### src/hdl/scl_count_pkg.sv
// Constants shared by the SCL period count block and its idle detector
package scl_count_pkg;

    // Register byte addresses
    localparam logic [31:0] STD_SCL_HIGH_COUNT_ADDR  = 32'h5000_1314;
    localparam logic [31:0] STD_SCL_LOW_COUNT_ADDR   = 32'h5000_1318;
    localparam logic [31:0] FAST_SCL_HIGH_COUNT_ADDR = 32'h5000_131C;
    localparam logic [31:0] FAST_SCL_LOW_COUNT_ADDR  = 32'h5000_1320;

    // Register indices inside the block
    localparam int          NUM_COUNTS = 4;
    localparam logic [1:0]  IDX_STD_HIGH  = 2'h0;
    localparam logic [1:0]  IDX_STD_LOW   = 2'h1;
    localparam logic [1:0]  IDX_FAST_HIGH = 2'h2;
    localparam logic [1:0]  IDX_FAST_LOW  = 2'h3;

    // Field layout
    localparam int          COUNT_W  = 16;
    localparam int          LO_BYTE_LSB = 0;
    localparam int          HI_BYTE_LSB = 8;

    // Reset values
    localparam logic [15:0] STD_HIGH_RESET  = 16'h0048;
    localparam logic [15:0] STD_LOW_RESET   = 16'h004F;
    localparam logic [15:0] FAST_HIGH_RESET = 16'h0008;
    localparam logic [15:0] FAST_LOW_RESET  = 16'h0017;

    // Hardware floors of the written values
    localparam logic [15:0] HIGH_COUNT_MIN = 16'h0006;
    localparam logic [15:0] LOW_COUNT_MIN  = 16'h0008;

    // Idle threshold margin above the standard high count
    localparam logic [16:0] IDLE_MARGIN = 17'h0000A;

    // Speed selection codes from the controller
    typedef enum logic [1:0] {
        SPEED_NONE = 2'h0,
        SPEED_STD  = 2'h1,
        SPEED_FAST = 2'h2,
        SPEED_HIGH = 2'h3
    } speed_t;

endpackage

### src/hdl/bus_idle_detect.sv
// Bus idle detector: counts cycles with SCL and SDA both high
`timescale 1ns/100ps
`default_nettype none

module bus_idle_detect (
    // Clock and reset
    input  wire logic        clk_in,
    input  wire logic        rst_n_in,
    // Bus pins, asynchronous to clk_in
    input  wire logic        scl_in,
    input  wire logic        sda_in,
    // Threshold base from the standard high count
    input  wire logic [15:0] std_high_in,
    // Idle flag
    output logic             bus_idle_out
);

    typedef struct packed {
        logic [1:0]  scl_sync;
        logic [1:0]  sda_sync;
        logic [15:0] idle_cnt;
        logic        idle;
    } idle_state_t;

    idle_state_t state_ff;
    idle_state_t nxt_state;
    logic [16:0] threshold;

    // Wide sum keeps an oversized high count from wrapping the threshold
    assign threshold = {1'b0, std_high_in} + scl_count_pkg::IDLE_MARGIN;

    // Two-stage synchronisers, then counting on the second stage only
    always_comb begin
        nxt_state          = state_ff;
        nxt_state.scl_sync = {state_ff.scl_sync[0], scl_in};
        nxt_state.sda_sync = {state_ff.sda_sync[0], sda_in};
        if (!(state_ff.scl_sync[1] && state_ff.sda_sync[1])) begin
            nxt_state.idle_cnt = 16'h0000;
            nxt_state.idle     = 1'b0;
        end else begin
            if (state_ff.idle_cnt != 16'hFFFF) begin // Saturate
                nxt_state.idle_cnt = state_ff.idle_cnt + 16'h0001;
            end
            if ({1'b0, state_ff.idle_cnt} >= threshold) begin
                nxt_state.idle = 1'b1;
            end
        end
    end

    always_ff @(posedge clk_in or negedge rst_n_in) begin
        if (!rst_n_in) begin
            state_ff <= '0;
        end else begin
            state_ff <= nxt_state;
        end
    end

    assign bus_idle_out = state_ff.idle;

endmodule

`default_nettype wire

### src/hdl/scl_period_counts.sv
// SCL period count registers with APB access and speed-based selection
`timescale 1ns/100ps
`default_nettype none

// How it works
// - A 16-bit standard-speed SCL high count resets to 0x48.
// - A 16-bit standard-speed SCL low count resets to 0x4F.
// - A 16-bit fast-speed SCL high count resets to 0x8.
// - A 16-bit fast-speed SCL low count resets to 0x17.
// - In high-speed mode the preamble is timed with the fast counts.
// - Writes to any count take effect only while the controller is off.
// - A high count written below 6 is stored as 6.
// - A low count written below 8 is stored as 8.
// - Bus idle is flagged when the idle counter reaches std high plus 10.
module scl_period_counts (
    // Clock and reset
    input  wire logic        clk_in,
    input  wire logic        rst_n_in,
    // APB register port
    input  wire logic        psel_in,
    input  wire logic        penable_in,
    input  wire logic        pwrite_in,
    input  wire logic [31:0] paddr_in,
    input  wire logic [31:0] pwdata_in,
    input  wire logic [3:0]  pstrb_in,
    output logic [31:0]      prdata_out,
    output logic             pready_out,
    output logic             pslverr_out,
    // Controller state
    input  wire logic        controller_on_in,
    input  wire logic [1:0]  speed_sel_in,
    input  wire logic        hs_preamble_in,
    // Bus pins for idle detection
    input  wire logic        scl_in,
    input  wire logic        sda_in,
    // Counts for the SCL period counters, HS select and bus idle flag
    output logic [15:0]      scl_high_count_out,
    output logic [15:0]      scl_low_count_out,
    output logic             use_hs_counts_out,
    output logic             bus_idle_out
);

    typedef struct packed {
        logic [scl_count_pkg::NUM_COUNTS-1:0][15:0] counts;
        logic [31:0] rdata;
        logic        ready;
        logic        slverr;
        logic [15:0] sel_high;
        logic [15:0] sel_low;
        logic        use_hs;
    } regs_state_t;

    regs_state_t state_ff;
    regs_state_t nxt_state;
    logic [2:0]  rd_hit;
    logic [2:0]  wr_hit;
    logic        setup_phase;
    logic        access_phase;

    // Address decode: bit 2 flags a hit, bits 1:0 give the index
    function automatic logic [2:0] decode(input logic [31:0] addr);
        logic [2:0] hit;
        hit = 3'h0;
        unique case (addr)
            scl_count_pkg::STD_SCL_HIGH_COUNT_ADDR:
                hit = {1'b1, scl_count_pkg::IDX_STD_HIGH};
            scl_count_pkg::STD_SCL_LOW_COUNT_ADDR:
                hit = {1'b1, scl_count_pkg::IDX_STD_LOW};
            scl_count_pkg::FAST_SCL_HIGH_COUNT_ADDR:
                hit = {1'b1, scl_count_pkg::IDX_FAST_HIGH};
            scl_count_pkg::FAST_SCL_LOW_COUNT_ADDR:
                hit = {1'b1, scl_count_pkg::IDX_FAST_LOW};
            default:
                hit = 3'h0;
        endcase
        return hit;
    endfunction

    // Floor applied to the merged 16-bit value, not per byte lane
    function automatic logic [15:0] floor_to(input logic [15:0] value,
                                             input logic [15:0] minimum);
        return (value < minimum) ? minimum : value;
    endfunction

    assign setup_phase  = psel_in && !penable_in;
    assign access_phase = psel_in && penable_in;
    assign rd_hit       = decode(paddr_in);
    assign wr_hit       = decode(paddr_in);

    // Register writes, read data capture and count selection
    always_comb begin
        logic [15:0] merged;
        merged    = 16'h0000;
        nxt_state = state_ff;

        // Zero-wait APB: ready and error are set up for the access phase
        nxt_state.ready  = setup_phase;
        nxt_state.slverr = setup_phase && !rd_hit[2];
        if (setup_phase) begin
            nxt_state.rdata = 32'h0000_0000;
            if (rd_hit[2] && !pwrite_in) begin
                nxt_state.rdata = {16'h0000, state_ff.counts[rd_hit[1:0]]};
            end
        end

        // Writes land only while the controller is off
        if (access_phase && pwrite_in && wr_hit[2]
            && !controller_on_in) begin
            merged = state_ff.counts[wr_hit[1:0]];
            // Byte lanes allow a low-then-high pair on a narrow bus
            if (pstrb_in[0]) begin
                merged[scl_count_pkg::LO_BYTE_LSB +: 8] =
                    pwdata_in[scl_count_pkg::LO_BYTE_LSB +: 8];
            end
            if (pstrb_in[1]) begin
                merged[scl_count_pkg::HI_BYTE_LSB +: 8] =
                    pwdata_in[scl_count_pkg::HI_BYTE_LSB +: 8];
            end
            if (wr_hit[0] == 1'b0) begin
                nxt_state.counts[wr_hit[1:0]] =
                    floor_to(merged, scl_count_pkg::HIGH_COUNT_MIN);
            end else begin
                nxt_state.counts[wr_hit[1:0]] =
                    floor_to(merged, scl_count_pkg::LOW_COUNT_MIN);
            end
        end

        // Pair selection for the SCL period counters
        nxt_state.use_hs = 1'b0;
        unique case (scl_count_pkg::speed_t'(speed_sel_in))
            scl_count_pkg::SPEED_FAST: begin
                nxt_state.sel_high =
                    state_ff.counts[scl_count_pkg::IDX_FAST_HIGH];
                nxt_state.sel_low  =
                    state_ff.counts[scl_count_pkg::IDX_FAST_LOW];
            end
            scl_count_pkg::SPEED_HIGH: begin
                // Preamble runs at fast timing; data phase uses HS counts
                nxt_state.sel_high =
                    state_ff.counts[scl_count_pkg::IDX_FAST_HIGH];
                nxt_state.sel_low  =
                    state_ff.counts[scl_count_pkg::IDX_FAST_LOW];
                nxt_state.use_hs   = !hs_preamble_in;
            end
            scl_count_pkg::SPEED_STD,
            scl_count_pkg::SPEED_NONE: begin
                // Unused code falls back to the safe slow timing
                nxt_state.sel_high =
                    state_ff.counts[scl_count_pkg::IDX_STD_HIGH];
                nxt_state.sel_low  =
                    state_ff.counts[scl_count_pkg::IDX_STD_LOW];
            end
        endcase
    end

    // State register with documented reset counts
    always_ff @(posedge clk_in or negedge rst_n_in) begin
        if (!rst_n_in) begin
            state_ff <= '0;
            state_ff.counts[scl_count_pkg::IDX_STD_HIGH] <=
                scl_count_pkg::STD_HIGH_RESET;
            state_ff.counts[scl_count_pkg::IDX_STD_LOW] <=
                scl_count_pkg::STD_LOW_RESET;
            state_ff.counts[scl_count_pkg::IDX_FAST_HIGH] <=
                scl_count_pkg::FAST_HIGH_RESET;
            state_ff.counts[scl_count_pkg::IDX_FAST_LOW] <=
                scl_count_pkg::FAST_LOW_RESET;
            state_ff.sel_high <= scl_count_pkg::STD_HIGH_RESET;
            state_ff.sel_low  <= scl_count_pkg::STD_LOW_RESET;
        end else begin
            state_ff <= nxt_state;
        end
    end

    // Idle detection keyed to the standard high count
    bus_idle_detect idle_detect (
        .clk_in       (clk_in),
        .rst_n_in     (rst_n_in),
        .scl_in       (scl_in),
        .sda_in       (sda_in),
        .std_high_in  (state_ff.counts[scl_count_pkg::IDX_STD_HIGH]),
        .bus_idle_out (bus_idle_out)
    );

    assign prdata_out         = state_ff.rdata;
    assign pready_out         = state_ff.ready;
    assign pslverr_out        = state_ff.slverr;
    assign scl_high_count_out = state_ff.sel_high;
    assign scl_low_count_out  = state_ff.sel_low;
    assign use_hs_counts_out  = state_ff.use_hs;

endmodule

`default_nettype wire

### config.mk
export PLATFORM = sky130hd
export DESIGN_NAME = scl_period_counts
export DESIGN_NICKNAME = d
export VERILOG_FILES = /design/src/hdl/scl_count_pkg.sv /design/src/hdl/bus_idle_detect.sv /design/src/hdl/scl_period_counts.sv
export SDC_FILE = /design/constraint.sdc
export NUM_CORES = 1
export LEC_CHECK = 0
export BUFFER_PORTS_ARGS = -buffer_cell sky130_fd_sc_hd__buf_2
export CAP_MARGIN = 25
export CORE_UTILIZATION = 35
export CTS_CLUSTER_DIAMETER = 100
export DETAILED_ROUTE_END_ITERATION = 10
export PLACE_DENSITY = 0.54
export REMOVE_ABC_BUFFERS = 1
export SLEW_MARGIN = 10
export SYNTH_ARGS = -nofsm -noshare
export SYNTH_HDL_FRONTEND = slang
export SYNTH_SLANG_ARGS = --single-unit
### constraint.sdc
create_clock -name clk_in -period 2.4 [get_ports clk_in]
set_input_delay 0.48 -clock clk_in [delete_from_list [all_inputs] [get_ports clk_in]]
set_output_delay 0.48 -clock clk_in [all_outputs]
set_load 0.1 [all_outputs]
==> results by group <==
Finish
  • Post-layout util: 0.4795
  • Area grow syn2layout: 33.08%
  • Post-route cell area: 0.009766 mm^2
  • Area of the multi-input gates: 0.003540 mm^2
  • Fin cells: 1,228
  • Reg area: 0.003427 mm^2
  • Fillers: 1,917
  • Share of cells above drive strength 1: 0.4228
  • Final antenna diode count: 0
  • Nets@finish: 1,042

Synthesis
  • Synth Warn #: 0
  • Xor/xnor share of the synthesized area: 0.02864
  • Largest cells by area after synthesis: dfrtp_1 (40%), dfstp_2 (6.8%), buf_4 (6.5%), mux2_2 (5.5%), nand2_1 (5.5%)
  • Adder-Cell Fraction of Synth Area: 0.03069
  • Post-synthesis compound-gate area fraction: 0.1529
  • Post-synth top cells: dfrtp_1 (117), nand2_1 (108), o21ai_0 (70)
  • Flops & latches, synth: 136
  • Count leader, synth: dfrtp_1
  • Synthesized cell area: 0.007338 mm^2
  • Netlist cell types: 69
  • Async S/R FF share, synth: 1.000
  • Synthesized area per cell: 9.681 um^2
  • Post-synthesis mux area share: 0.06257
  • Seq/Total Area, Yosys: 0.4670
  • Synth Area in Simple Gates: 0.1615
  • Number of synthesized flops with an enable pin: 0
  • Largest area contributor in the netlist: dfrtp_1
  • Largest family of logic cells by synthesized area: simple AND/OR/NAND/NOR gates
  • Synth top area share: 0.3990
  • Top FF cell, synth: dfrtp_1
  • Synthesized netlist cell count: 758

Setup path
  • R2R depth: 14
  • CP Launch Point: paddr_in[3]
  • CP max FO: 6
  • Crit path to: state_ff[101]
  • Crit path buf inv count: 5
  • Worst EP required: 2.72 ns
  • Worst Path Class, Setup: primary input to flip-flop
  • Worst Setup Start Kind: primary input
  • CP delay by family, top: simple AND/OR/NAND/NOR gates
  • Slack of the worst reg-to-reg path: -0.12 ns
  • Critical path depth: 13
  • FF-to-FF Start: state_ff[73]
  • CP Cell Sequence: buf_8 -> or4b_4 -> buf_6 -> o221a_4 -> or3_4 -> buf_6 -> nand3_1 -> o221ai_2 -> nand4_1 -> nor4b_4 -> buf_4 -> buf_4 -> o31a_1
  • Crit path DAT: 2.88 ns
  • CP Capture Type: flip-flop
  • R2R Path End: idle_detect.bus_idle_out
  • CP peak stage delay: 0.54 ns
  • CP max stage cell: or4b_4

Route
  • Vias: 6,179
  • # DRC: 0
  • Drt total wl: 21.67 mm
  • Vias/cell: 5.032
  • DR pass1 iterations: 6
  • Initial DRC count: 337
  • DRT antenna net count: 0
  • Wire length per cell: 17.64 um

Placement
  • Placed Instance Area: 0.008730 mm^2
  • Port Buffer Count: 112
  • Placed insts: 1,181
  • Routability cong.: 0.8794
  • DP HPWL: 16.22 mm
  • Pre-CTS setup slack: -0.9100 ns

Timing
  • Final WS setup: -0.1611 ns
  • Max Freq: 0.3905 GHz
  • RSZ-0062 raised after global routing: yes
  • Fin crit period: 2.561 ns
  • Worst-margin pin slew: 0.5739 ns
  • Setup Skew: 0.01457 ns
  • Fin crit share: 1.067
  • Hold_ws: 0.03148 ns
  • Slew Limit Fails: 0
  • Total negative slack: -1.604 ns
  • Relative slew margins: 0.6075
  • Setup violations, final: 14
  • Final Hold Viols: 0

Hold path
  • Hold Crit Class: primary input to async pin

Die
  • IO Pins: 147
  • Die H: 146.8 um
  • Core ar.: 0.02036 mm^2
  • Die X: 146.8 um
  • Die ar.: 0.02155 mm^2
  • Starting Density: 0.3603
  • Site row count: 52

Clock tree
  • # H-tree levels: 4
  • Root buf cell: clkbuf_16
  • Clock Latency Late Sink: 0.44 ns
  • Clk buf depth: 2
  • CTS tree: built
  • Hold bufs inserted after CTS: 0
  • Clock sinks: 136
  • CTS Buf Count: 17
  • Reg clk slew, reported paths: 0.07 ns

Global route
  • Vias in the first global route: 6,163
  • Overall Global Routing Usage: 0.2079
  • Gr ovfl total: 0
  • Pin count of the biggest net entering global routing: 59
  • Initial antenna violation count: 0
  • Global-route wire length before repair: 34.03 mm

Job
  • Max cap viols: 0

Run status
  • Outcome: finished, violations left
  • Failing checks: negative setup slack

Power
  • Leakage: 4.656 nW
  • Pwr/cell area: 560.5 mW/mm^2
  • Maximum vdd drop: 382.8 uV
  • Total power: 5.474 mW
[logic make-up (layout without fill, tap and decap cells)]
group	count (synthesis)	after routing
AOI/OAI and AO/OA	180	180
adders and majority gates	18	18
and+or+nand+nor	240	240
xor gates and xnor gates	24	24
muxes	41	41
other	1	16
DFF	136	136
buffers and inverters	118	303
[worst register-to-register path, delay by kind of cell (launching register included)]
| kind | cells | cell delay [ns] |
|---|---|---|
| simple gates | 5 | 0.54 |
| xor+xnor | 1 | 0.11 |
| fa+ha+maj | 1 | 0.26 |
| flops | 1 | 0.53 |
| buf+inv | 2 | 0.35 |
| compound gates | 5 | 0.63 |
[worst min-delay path by stage]
stage / startpoint / end / slack, ns / depth (start not counted)
4_1_cts: rst_n_in / state_ff[74] / 0.04 / 1
3_5_place_dp: idle_detect.nxt_state[20] / idle_detect.state_ff[20] / 0.35 / 0
3_3_place_gp: idle_detect.nxt_state[18] / idle_detect.state_ff[18] / 0.33 / 0
2_1_floorplan: rst_n_in / idle_detect.bus_idle_out / 0.18 / 0
5_1_grt: rst_n_in / state_ff[74] / 0.06 / 1
6_report: rst_n_in / idle_detect.state_ff[20] / 0.03 / 1
[cell usage in the layout (no fill, tap or decap), types with 10 or more instances in the layout]
cell         n
nand4_1     11
mux2_2      36
o21ai_0     62
conb_1      16
ha_1        18
clkbuf_16   17
nand3_1     15
dfrtp_1    117
buf_4      134
dfstp_2     19
a21oi_1     26
inv_1       10
xor2_1      17
nor2_1      43
nand2_1    106
buf_2      109
[sequential cells by signal (all words and copies together), names as in the netlist, 2 cells and up]
name / flops
scl_high_count_out: 16
idle_detect.state_ff: 18
state_ff: 64
idle_detect.nxt_state: 2
prdata_out: 16
scl_low_count_out: 16
[timing repair]
action / 4_1_cts / 5_1_grt
buffers inserted: 10 / 5
endpoints found under the setup margin: 15 / 19
gates resized for setup: 46 / 26
pin swaps: 30 / 9
[layer usage]
layer  part of all wire  track usage
met1               0.46       0.2784
met2               0.47       0.3296
met3              0.055      0.04565
met4              0.019      0.07552
met5                  0            0
[power by group]
group | internal (mW) | total (mW) | switching, mW | leakage (nW)
clock network | 1.41 | 2.63 | 1.22 | 0.291
logic | 0.178 | 0.536 | 0.358 | 2.55
registers | 2.30 | 2.31 | 0.00393 | 1.82
[area by class of cell]
class,count,area share
clock inverter,15,0.01794
clock buffer,17,0.04356
multi-input combinational,519,0.3625
tap,270,0.03459
timing repair buffer,261,0.1867
inverter,10,0.003844
sequential,136,0.3509
Power figures use the tool's default switching activity.
